## config.mk

```make
export PLATFORM = sky130hd
export DESIGN_NAME = regulator_ctl_page_regs
export DESIGN_NICKNAME = d
export VERILOG_FILES = /design/src/regulator_ctl_pkg.sv /design/src/regulator_ctl_page_regs.sv
export SDC_FILE = /design/constraint.sdc
export NUM_CORES = 1
export LEC_CHECK = 0
export BUFFER_PORTS_ARGS = -buffer_cell sky130_fd_sc_hd__buf_2
export CORE_UTILIZATION = 45
export CTS_CLUSTER_SIZE = 25
export DETAILED_ROUTE_END_ITERATION = 8
export GPL_ROUTABILITY_DRIVEN = 0
export PLACE_DENSITY = 0.69
export SETUP_SLACK_MARGIN = 0.02
export SLEW_MARGIN = 20
export SYNTH_ARGS = -nofsm -noshare
export SYNTH_HDL_FRONTEND = slang
export SYNTH_SLANG_ARGS = --single-unit
```

## constraint.sdc

```tcl
create_clock -name clk_sys -period 3.8 [get_ports clk_sys]
set_clock_uncertainty 0.2 [all_clocks]
set_input_delay 0.19 -clock clk_sys [delete_from_list [all_inputs] [get_ports clk_sys]]
set_output_delay 0.19 -clock clk_sys [all_outputs]
set_load 0.05 [all_outputs]
```

## src/regulator_ctl_pkg.sv

```systemverilog
// Purpose: shared constants and types for the regulator control page regs
// Assumes: 8-bit register map, address and data, behind a register port
// Notes:   index 0 is the 3.3 V rail, 1 and 2 the linear regulators
package regulator_ctl_pkg;

  localparam int NUM_RAILS = 3;

  // register addresses, index 0 rail33, 1 linreg3, 2 linreg4
  localparam logic [NUM_RAILS-1:0][7:0] CTL_ADDR = {8'h71, 8'h70, 8'h6f};
  localparam logic [7:0] PAGE_SEL_ADDR = 8'h7f;
  localparam int         EXT_ADDR_BIT  = 7;

  // control register field positions
  localparam int OFF_SLEEP_BIT = 7;
  localparam int LOWPOWER_BIT  = 6;
  localparam int STANDBY_BIT   = 5;
  localparam int ON_BIT        = 4;
  localparam int CODE_W        = 4;

  // writable bits; rail33 bits 3:2 are reserved
  localparam logic [NUM_RAILS-1:0][7:0] CTL_WMASK = {8'hff, 8'hff, 8'hf3};
  localparam logic [7:0] PAGE_WMASK      = 8'h0f;
  localparam logic [3:0] PAGE_RESET      = 4'h0;
  localparam logic [2:0] CTL_FIXED_RESET = 3'h0;
  localparam logic [7:0] CTL_RESET       = 8'h00;
  localparam logic [7:0] UNMAPPED_DATA   = 8'h00;

  // page field encodings
  localparam logic [3:0] PAGE_FUNC = 4'h0;
  localparam logic [3:0] PAGE_EXT1 = 4'h1;
  localparam logic [3:0] PAGE_EXT2 = 4'h2;

  typedef enum logic [1:0] {
    PG_FUNCTIONAL,
    PG_EXTENDED1,
    PG_EXTENDED2,
    PG_UNDEFINED
  } page_kind_type;

  typedef struct packed {
    logic              wr;
    logic              rd;
    logic [7:0]        addr;
    logic [7:0]        wdata;
  } reg_req_type;

  typedef struct packed {
    logic              valid;
    logic [7:0]        data;
  } reg_rsp_type;

  typedef struct packed {
    logic [NUM_RAILS-1:0]             on;
    logic [NUM_RAILS-1:0][CODE_W-1:0] code;
  } fuse_cfg_type;

  typedef struct packed {
    logic              en;
    logic              sleep;
    logic              lowpower;
    logic [CODE_W-1:0] volt_code;
  } rail_out_type;

  typedef struct packed {
    logic              turnoff;
    logic              standby;
    logic              lp_req;
  } pin_sync_type;

  typedef struct packed {
    logic                             loaded;
    pin_sync_type                     sync1;
    pin_sync_type                     sync2;
    logic [NUM_RAILS-1:0][7:0]        ctl;
    logic [3:0]                       page;
    page_kind_type                    page_kind;
    reg_rsp_type                      rsp;
    rail_out_type [NUM_RAILS-1:0]     rail;
  } state_type;

endpackage

```

## src/regulator_ctl_page_regs.sv

```systemverilog
// Purpose: control registers of three rails plus page select, with rail
//          on/sleep/low-power decisions driven out to the analog side
// Assumes: register port driven by the bus engine on clk_sys; fuse values
//          stable from the bus side's clock; control pins are asynchronous
// Notes:   fuse defaults are caught on the first edge after reset release
`timescale 1ns/1ns
module regulator_ctl_page_regs (
  // clock and reset
  input  wire logic                                    clk_sys,
  input  wire logic                                    rst_b,
  // register port
  input  wire regulator_ctl_pkg::reg_req_type          reg_req,
  output      regulator_ctl_pkg::reg_rsp_type          reg_rsp,
  // fuse configuration
  input  wire regulator_ctl_pkg::fuse_cfg_type         fuse_cfg,
  // mode pins
  input  wire logic                                    power_turnoff_event,
  input  wire logic                                    standby_req,
  input  wire logic                                    lowpower_req,
  // regulator controls
  output      regulator_ctl_pkg::rail_out_type [2:0]   rail_out,
  output      logic [3:0]                              page_sel,
  output      regulator_ctl_pkg::page_kind_type        page_kind
);

  regulator_ctl_pkg::state_type s_r;
  regulator_ctl_pkg::state_type s_nxt;

  // address to control register index; hit low when not a control reg
  function automatic logic [2:0] ctl_lookup(input logic [7:0] addr);
    logic [2:0] res;
    res = 3'h0;
    for (int i = 0; i < regulator_ctl_pkg::NUM_RAILS; i++) begin
      if (addr == regulator_ctl_pkg::CTL_ADDR[i]) begin
        res = {1'b1, i[1:0]};
      end
    end
    return res;
  endfunction

  function automatic regulator_ctl_pkg::page_kind_type decode_page(
    input logic [3:0] pg
  );
    regulator_ctl_pkg::page_kind_type k;
    case (pg)
      regulator_ctl_pkg::PAGE_FUNC: k = regulator_ctl_pkg::PG_FUNCTIONAL;
      regulator_ctl_pkg::PAGE_EXT1: k = regulator_ctl_pkg::PG_EXTENDED1;
      regulator_ctl_pkg::PAGE_EXT2: k = regulator_ctl_pkg::PG_EXTENDED2;
      default:                      k = regulator_ctl_pkg::PG_UNDEFINED;
    endcase
    return k;
  endfunction

  always_comb begin
    logic [2:0] wr_hit;
    logic [2:0] rd_hit;
    logic [7:0] c;
    wr_hit = ctl_lookup(reg_req.addr);
    rd_hit = wr_hit;
    c      = 8'h00;
    s_nxt  = s_r;

    // pin synchronisers
    s_nxt.sync1.turnoff = power_turnoff_event;
    s_nxt.sync1.standby = standby_req;
    s_nxt.sync1.lp_req  = lowpower_req;
    s_nxt.sync2         = s_r.sync1;

    // register writes; fuse load takes the first cycle
    if (!s_r.loaded) begin
      s_nxt.loaded = 1'b1;
      for (int i = 0; i < regulator_ctl_pkg::NUM_RAILS; i++) begin
        s_nxt.ctl[i] = {regulator_ctl_pkg::CTL_FIXED_RESET,
                        fuse_cfg.on[i], fuse_cfg.code[i]}
                       & regulator_ctl_pkg::CTL_WMASK[i];
      end
    end else if (reg_req.wr) begin
      if (reg_req.addr[regulator_ctl_pkg::EXT_ADDR_BIT]) begin
        // no extended registers on any page: write dropped
        s_nxt.page = s_r.page;
      end else if (reg_req.addr == regulator_ctl_pkg::PAGE_SEL_ADDR) begin
        s_nxt.page = 4'(reg_req.wdata
                        & regulator_ctl_pkg::PAGE_WMASK);
      end else if (wr_hit[2]) begin
        s_nxt.ctl[wr_hit[1:0]] = reg_req.wdata
          & regulator_ctl_pkg::CTL_WMASK[wr_hit[1:0]];
      end
    end
    s_nxt.page_kind = decode_page(s_r.page);

    // register reads, answered one cycle later
    s_nxt.rsp.valid = reg_req.rd;
    s_nxt.rsp.data  = regulator_ctl_pkg::UNMAPPED_DATA;
    if (reg_req.rd) begin
      if (reg_req.addr[regulator_ctl_pkg::EXT_ADDR_BIT]) begin
        s_nxt.rsp.data = regulator_ctl_pkg::UNMAPPED_DATA;
      end else if (reg_req.addr == regulator_ctl_pkg::PAGE_SEL_ADDR) begin
        s_nxt.rsp.data = {4'h0, s_r.page};
      end else if (rd_hit[2]) begin
        s_nxt.rsp.data = s_r.ctl[rd_hit[1:0]];
      end
    end

    // rail decisions from control bits and synchronised pins
    for (int i = 0; i < regulator_ctl_pkg::NUM_RAILS; i++) begin
      c = s_r.ctl[i];
      s_nxt.rail[i].en = c[regulator_ctl_pkg::ON_BIT]
        & !s_r.sync2.turnoff
        & !(s_r.sync2.standby
            & c[regulator_ctl_pkg::STANDBY_BIT]);
      s_nxt.rail[i].sleep = c[regulator_ctl_pkg::ON_BIT]
        & s_r.sync2.turnoff
        & c[regulator_ctl_pkg::OFF_SLEEP_BIT];
      s_nxt.rail[i].lowpower = s_nxt.rail[i].en
        & s_r.sync2.lp_req
        & c[regulator_ctl_pkg::LOWPOWER_BIT];
      s_nxt.rail[i].volt_code = c[regulator_ctl_pkg::CODE_W-1:0]
        & regulator_ctl_pkg::CTL_WMASK[i][3:0];
    end
  end

  always_ff @(posedge clk_sys or negedge rst_b) begin
    if (!rst_b) begin
      s_r           <= '0;
      s_r.page      <= regulator_ctl_pkg::PAGE_RESET;
      s_r.page_kind <= regulator_ctl_pkg::PG_FUNCTIONAL;
      for (int i = 0; i < regulator_ctl_pkg::NUM_RAILS; i++) begin
        s_r.ctl[i]  <= regulator_ctl_pkg::CTL_RESET;
      end
    end else begin
      s_r <= s_nxt;
    end
  end

  assign reg_rsp   = s_r.rsp;
  assign rail_out  = s_r.rail;
  assign page_sel  = s_r.page;
  assign page_kind = s_r.page_kind;

  genvar g;
  generate
    for (g = 0; g < regulator_ctl_pkg::NUM_RAILS; g++) begin : g_rail_chk

    end
  endgenerate
endmodule

```

* Word-level counts from Yosys, hierarchy flattened *
Cells that the tools add are included.

storage, ports and cells
  memories = 0
  word-level logic and storage cells = 91
  latch bits = 0
  output and inout bits = 36
  memory bits (writable) = 0
  bits in read-only memories = 0
  bits in registers = 65

operators by class
  bitwise gates (word level) = 23
  add/sub/neg operators = 0
  $lt $le $gt $ge = 2
  multiply operators = 0
  divide/modulo/power cells = 0
  reductions and logical operators = 8
  multiplexer cells = 22
  equal/unequal tests = 10
  shifts and indexed selects = 0

operators with widths
  kind                  number
  $mux W24              4
  $mux W8               7
  $bmux W8 S2           2
  $eq A8 B7 Y1 const B  4
  $mux W28              1
  $bwmux W24            1
  $and A1 B1 Y1         21
  $demux W8 S2          1
  $mux W3               3
  $and A8 B8 Y8         1
  $mux W4               2
  $reduce_and A4 Y1     2
  $ne A2 B2 Y1 const B  3
  $pmux W2 S3           1
  $eq A4 B1 Y1 const B  1
  $eq A4 B2 Y1 const B  1
  $logic_not A1 Y1      4
  $logic_not A4 Y1      1
  $lt A2 B3 Y1 const B  1
  $ge A2 B1 Y1 const B  1
  $ne A2 B1 Y1 const B  1
  $logic_and A1 B1 Y1   1
  $not A1 Y1            1

* Longest topological paths before layout *
Gate-level depths: netlist (run 1).

  word-level depth = 14
  mapped depth = 5
  mapped depth without buffers = 3

* Worst setup path before layout (run 1) *
OpenSTA, ideal clock, no wires.

  path type = input to register
  start = input reg_req[10] (netlist bit)
  end = register s_r[48] (netlist bit)
  stages on the path = 5
  slack = 2.049 ns
  arrival = 1.427 ns
  buffers on the path = 2
  library setup time = 0.124 ns
  cell sequence = or3_1 buf_2 or3_1 buf_2 a211o_1

between the ends
  cells in the longest elaborated chain, start to end = 13

ends and longest elaborated chain
  item                                                                       line                            text
  from (decl)                                                                regulator_ctl_page_regs.sv:12   input wire regulator_ctl_pkg::reg_req_type reg_req,
  $eq A8 B7 Y1                                                               regulator_ctl_page_regs.sv:34   if (addr == regulator_ctl_pkg::CTL_ADDR[i]) begin
  $mux W3 (2 in series)                                                      regulator_ctl_page_regs.sv:34
  $lt A2 B3 Y1 (not written as such) / $ge A2 B1 Y1 (equally long branches)  regulator_ctl_page_regs.sv:85   s_nxt.ctl[wr_hit[1:0]] = reg_req.wdata
  $logic_and A1 B1 Y1 (not written as such)                                  regulator_ctl_page_regs.sv:85
  $mux W8 (not written as such)                                              regulator_ctl_page_regs.sv:85
  $demux W8 S2                                                               regulator_ctl_page_regs.sv:85
  $bwmux W24                                                                 regulator_ctl_page_regs.sv:85
  $mux W24                                                                   regulator_ctl_page_regs.sv:84   end else if (wr_hit[2]) begin
  $mux W24                                                                   regulator_ctl_page_regs.sv:81   end else if (reg_req.addr == regulator_ctl_pkg::PAGE_SEL_ADDR) begin
  $mux W24                                                                   regulator_ctl_page_regs.sv:78   if (reg_req.addr[regulator_ctl_pkg::EXT_ADDR_BIT]) begin
  $mux W28                                                                   regulator_ctl_page_regs.sv:77   end else if (reg_req.wr) begin
  $mux W24                                                                   regulator_ctl_page_regs.sv:70   if (!s_r.loaded) begin
  to (signal assigned)                                                       regulator_ctl_page_regs.sv:131  s_r <= s_nxt;
  to (decl)                                                                  regulator_ctl_page_regs.sv:26   regulator_ctl_pkg::state_type s_r;

Several ways; a longest one is shown, not always the timed one. The select of a mux whose other input is x is not followed.
A chain may end at the register's enable or synchronous reset.

* Worst setup path after layout (run 1) *
  start = register s_r[66] (netlist bit)
  end = register s_r (netlist bit page_sel[2])

between the ends
  cells in the longest elaborated chain, start to end = 1

ends and longest elaborated chain
  item
  $reduce_and A4 Y1 (no line)

No other way between the ends.

==> results of run 1 <==
## kinds of logic after synthesis
group / after synthesis / synth area share (%)
and+or+nand+nor: 79 / 15.2
muxes: 5 / 1.83
AOI/OAI and AO/OA: 65 / 16.0
buffers and inverters: 64 / 12.6
DFF: 65 / 54.1
other: 2 / 0.250
## registers in the layout, summed over array words and instances, names as in the netlist
register   cells
s_r           18
rail_out      19
page_kind      2
s_nxt         13
reg_rsp        9
page_sel       4
## area by class of cell
class                      count  area, µm²
fill                         545       2760
sequential                    65       1630
multi-input combinational    152       1010
timing repair buffer         100        648
clock buffer                  13        179
tap                           77       96.3
clock inverter                 2       35.0
inverter                       9       33.8
## metrics by stage
step	std cells	total power [mW]	utilization (%)	instance area, µm²
2_1_floorplan	281	0.889	-	3010
3_3_place_gp	375	0.933	49.0	3130
3_5_place_dp	375	0.937	49.0	3130
4_1_cts	418	1.58	56.8	3620
5_1_grt	418	1.63	56.8	3620
6_report	418	1.57	56.8	3620
## critical path, cell delays in order, from the launching register on
cell     delay, ns
dfrtp_1       0.94
nand2_1       0.11
nor3_1        0.53
mux2_2        0.41
## how the worst max path moves through the flow
stage | from | end | slack (ns) | depth (start not counted)
finish | s_r[66]$_DFF_PN0_ | page_sel[2]$_DFFE_PN0P_ | 1.49 | 3
global route | s_r[66]$_DFF_PN0_ | page_sel[2]$_DFFE_PN0P_ | 1.30 | 3
CTS | s_r[66]$_DFF_PN0_ | page_sel[2]$_DFFE_PN0P_ | 1.61 | 3
detailed placement | reg_req[10] | s_r[48]$_DFFE_PN0P_ | 1.55 | 4
global placement | reg_req[10] | s_r[48]$_DFFE_PN0P_ | 1.58 | 4
floorplan | reg_req[10] | s_r[48]$_DFFE_PN0P_ | 2.05 | 5
## routing by layer
layer  track usage [%]  vias up
met5                 0        -
met4              12.5        0
met3              5.64       16
met2              30.1       77
met1              28.8     1131
li1                  -     1124
## power by group
| part | internal (mW) | switching (mW) |
|---|---|---|
| Clock | 0.370 | 0.250 |
| Sequential | 0.723 | 0.0226 |
| Combinational | 0.0670 | 0.135 |
| Total | 1.16 | 0.409 |
## synthesized netlist by cell type (3+ instances only)
library cell / count / share of area, %
dfrtp_1: 65 / 54
or3_1: 4 / 0.83
mux2_2: 4 / 1.5
and3_1: 8 / 1.7
or4_1: 4 / 1.0
nand4_1: 11 / 2.3
nor2b_1: 9 / 1.9
a21oi_1: 14 / 2.3
o311ai_0: 7 / 2.0
nor2_1: 4 / 0.50
o41ai_1: 4 / 1.2
o221ai_1: 4 / 1.2
a211oi_1: 3 / 0.75
buf_4: 36 / 9.0
nand2_1: 17 / 2.1
nor4_1: 9 / 1.9
clkbuf_1: 17 / 2.1
a31oi_1: 7 / 1.5
a211o_1: 5 / 1.5
inv_1: 9 / 1.1
o31ai_1: 12 / 3.0
a2111oi_0: 7 / 2.0
==> out/results.txt, run 1 <==
status: finished, final reports clean
GRT Total Usage: 21.1%
most frequent cells in the layout: buf_2, dfrtp_1, dlygate4sd3_1
post-route worst setup slack: 1.49 ns
Sink Count: 65
num rows: 29
Seq/Total Area, Yosys: 54.1%
n_diodes: 0
DRT iter0 DRCs: 240
clock root cell: clkbuf_8
CP endpoint kind: flop
TritonRoute pass-1 iters: 4
crit path max fanout: 32
type of origin of the critical path: flop
Clock transition at path regs: 0.07 ns
DR WL met2: 3180 µm
RSZ-0062 raised after global routing: false
Hold Vio Cnt, Final: 0
wire per inst: 16.5 µm
Initial Util: 47.1%
WS Path Type: flop to flop
IO Port Bufs: 69
Layout Nets: 375
max-slew violations: 0
die area: 7010 µm²
core area: 6390 µm²
Max Freq: 434 MHz
final wirelength: 6890 µm
total congestion overflow: 0
Hold Crit Start: reg_req[17]
Post-synth EDFFs: 0
Slew headroom: 39.7%
Die Span X: 83.7 µm
CTS Buf Count: 9
Data required, critical path: 3.84 ns
hold path endpoint: s_r[49]$_DFFE_PN0P_
synth-to-layout area growth: 20.6%
# DRC: 0
crit path time final: 2.31 ns
CTS H-Tree Depth: 3
Worst EP arrival: 2.34 ns
worst-skew pair later-pin latency: 0.35 ns
WHS Path Cells: 3
Synth warnings: 0
Mean Syn Cell Area: 10.7 µm²
Max Root-Sink Buffers: 2
Power Density: 433 nW/µm²
slew at the pin closest to its max-slew limit: 0.905 ns
reg2reg path depth: 3
number of global-route vias before repair: 2,237
HP Class: input pin to flop
CTS tree: yes
most common cell after layout, fill and taps aside: buf_2
VDD IR max: 196 µV
hpwl dp: 4730 µm
max-cap violations: 0
Setup violations, final: 0
worst reg2reg endpoint: page_sel[2]$_DFFE_PN0P_
DR vias: 2,348
Seq cells post-synth: 65
routed vias/inst: 5.62
wl on met1: 3160 µm
hold_ws: 0.00203 ns
setup tns final: 0 ns
die height: 83.7 µm
Post-CTS Hold Fix Bufs: 28
pre-CTS WS: 1.55 ns
postcts setup bufs: 0
wire length on met3: 370 µm
Lkg Pwr: 1.73 nW
Syn Std Cell Area: 3010 µm²
Tcrit/Tclk final: 60.7%
Post-synth top flop: dfrtp_1
remaining antenna violation count after routing: 0
Post-synth ARST share: 100%
r2r setup slk: 1.49 ns
I/O Pins: 74
post-CTS resize count: 0
initial antenna violation count: 0
reg-to-reg critical path startpoint: s_r[66]$_DFF_PN0_
Top Metal Used: met4
largest net degree at the start of global routing: 36
synth unique cells: 37
Synth Instances: 280
layout cells sized above 1: 27.0%
first-pass GRT wire length: 11,200 µm
(Power assumes the default switching activity.)
==> run 2, diff against run 1 <==
==> constraint.sdc (replaced) <==
create_clock -name clk_sys -period 2.25 [get_ports clk_sys]
set_clock_uncertainty 0.2 [all_clocks]
set_input_delay 0.1125 -clock clk_sys [delete_from_list [all_inputs] [get_ports clk_sys]]
set_output_delay 0.1125 -clock clk_sys [all_outputs]
set_load 0.05 [all_outputs]
==> run 2 against run 1 <==
Net effect: sequential cell count is the same; register-to-register slack lost 1.0 ns; first-iteration DRC count grew 15%; routed wire length grew 1.6%; via count grew 2.4%; clock power grew 53%; power grew 63%; critical path type is now input pin to flop.
==> out/results.txt, run 2 (synthesis results as in run 1) <==
DR vias: 2,405
Data required, critical path: 2.28 ns
setup tns final: 0 ns
final wirelength: 7000 µm
die area: 7010 µm²
Die Span X: 83.7 µm
post-CTS resize count: 0
Tcrit/Tclk final: 89.2%
first-pass GRT wire length: 11,400 µm
worst setup path start: reg_req[17]
most frequent cells in the layout: buf_2, dfrtp_1, dlygate4sd3_1
Sink Count: 65
Lkg Pwr: 1.76 nW
IO Port Bufs: 69
initial antenna violation count: 0
core area: 6390 µm²
CTS tree: yes
reg-to-reg critical path startpoint: s_r[66]$_DFF_PN0_
number of global-route vias before repair: 2,246
post-route worst setup slack: 0.244 ns
hpwl dp: 4760 µm
crit path max fanout: 10
Int Pwr: 1.88 mW
VDD IR max: 356 µV
TritonRoute pass-1 iters: 4
slew at the pin closest to its max-slew limit: 0.820 ns
hold_ws: 0.0365 ns
Max Freq: 498 MHz
DRT iter0 DRCs: 277
Worst EP arrival: 2.03 ns
Non-Filler Instances: 427
routed vias/inst: 5.63
Util after Layout: 57.5%
pre-CTS WS: 0.249 ns
most common cell after layout, fill and taps aside: buf_2
GRT Total Usage: 21.2%
Net Sw Power: 0.680 mW
Initial Util: 47.1%
max-cap violations: 0
total congestion overflow: 0
Sw Share: 26.5%
Hold Vio Cnt, Final: 0
Power, Total: 2.56 mW
Clock transition at path regs: 0.07 ns
clock root cell: clkbuf_8
I/O Pins: 74
RSZ-0062 raised after global routing: false
remaining antenna violation count after routing: 0
Setup violations, final: 0
max-slew violations: 0
type of origin of the critical path: input pin
Logic pwr share: 13.9%
HP Class: input pin to flop
Sequential Power Share: 49.0%
synth-to-layout area growth: 22.2%
Clock power frac: 37.0%
CP endpoint kind: flop
wire per inst: 16.4 µm
max reg flops: 19
WS Path Type: input pin to flop
status: finished, final reports clean
CTS Buf Count: 9
worst-skew pair later-pin latency: 0.34 ns
layout cells sized above 1: 27.7%
Post-Place Cell Area: 3200 µm²
Power Density: 697 nW/µm²
Slew headroom: 43.8%
placed cells: 382
n_diodes: 0
die height: 83.7 µm
post-route design area: 3670 µm²
crit path time final: 2.01 ns
Hold Crit Start: reg_req[4]
Max Root-Sink Buffers: 2
CTS H-Tree Depth: 3
num rows: 29
Layout Nets: 383
largest net degree at the start of global routing: 43
# DRC: 0
run 2: worst paths after layout:
path,endpoint,slack [ns],cells after the start
max in group asynchronous,reg_rsp[6]$_DFF_PN0_,1.14,3
min in group asynchronous,s_nxt[0]$_DFFE_PN0P_,0.10,2
hold reg to reg,s_r[62]$_DFF_PN0_,0.15,0
hold / removal,s_r[56]$_DFFE_PN0P_,0.04,4
setup reg to reg,s_nxt[1]$_DFFE_PN0P_,0.47,3
setup / recovery,s_nxt[1]$_DFFE_PN0P_,0.24,6
run 2: routing by layer:
metal	share of wire, %	global-route usage [%]
met1	45	29.3
met5	0	0
met2	46	32.1
met4	2.2	10.2
met3	6.2	4.06
run 2: cell type report:
cell class	count	area, µm²
Sequential cell	65	1630
Tap cell	77	96.3
Clock buffer	13	149
Timing Repair Buffer	108	723
Inverter	9	33.8
Clock inverter	3	40.0
Multi-Input combinational cell	152	1010
Fill cell	567	2710
run 2: what timing repair did:
item | CTS | global route
hold endpoints to repair | 58 | 0
setup buffers | 0 | 0
hold buffers | 29 | 0
run 2: power by group through the flow:
stage | clock [mW] | sequential [mW] | combinational (mW)
floorplan | 0 | 1.26 | 0.237
global placement | 0 | 1.28 | 0.308
detailed placement | 0 | 1.28 | 0.312
CTS | 0.972 | 1.25 | 0.355
global route | 1.02 | 1.26 | 0.383
finish | 0.949 | 1.26 | 0.356
run 2: worst max-delay path, stage by stage:
cell and delay (ns):
dlygate4sd3_1 0.52, buf_2 0.20, nand2b_1 0.22, o31ai_1 0.27, a31oi_1 0.12, dlygate4sd3_1 0.59
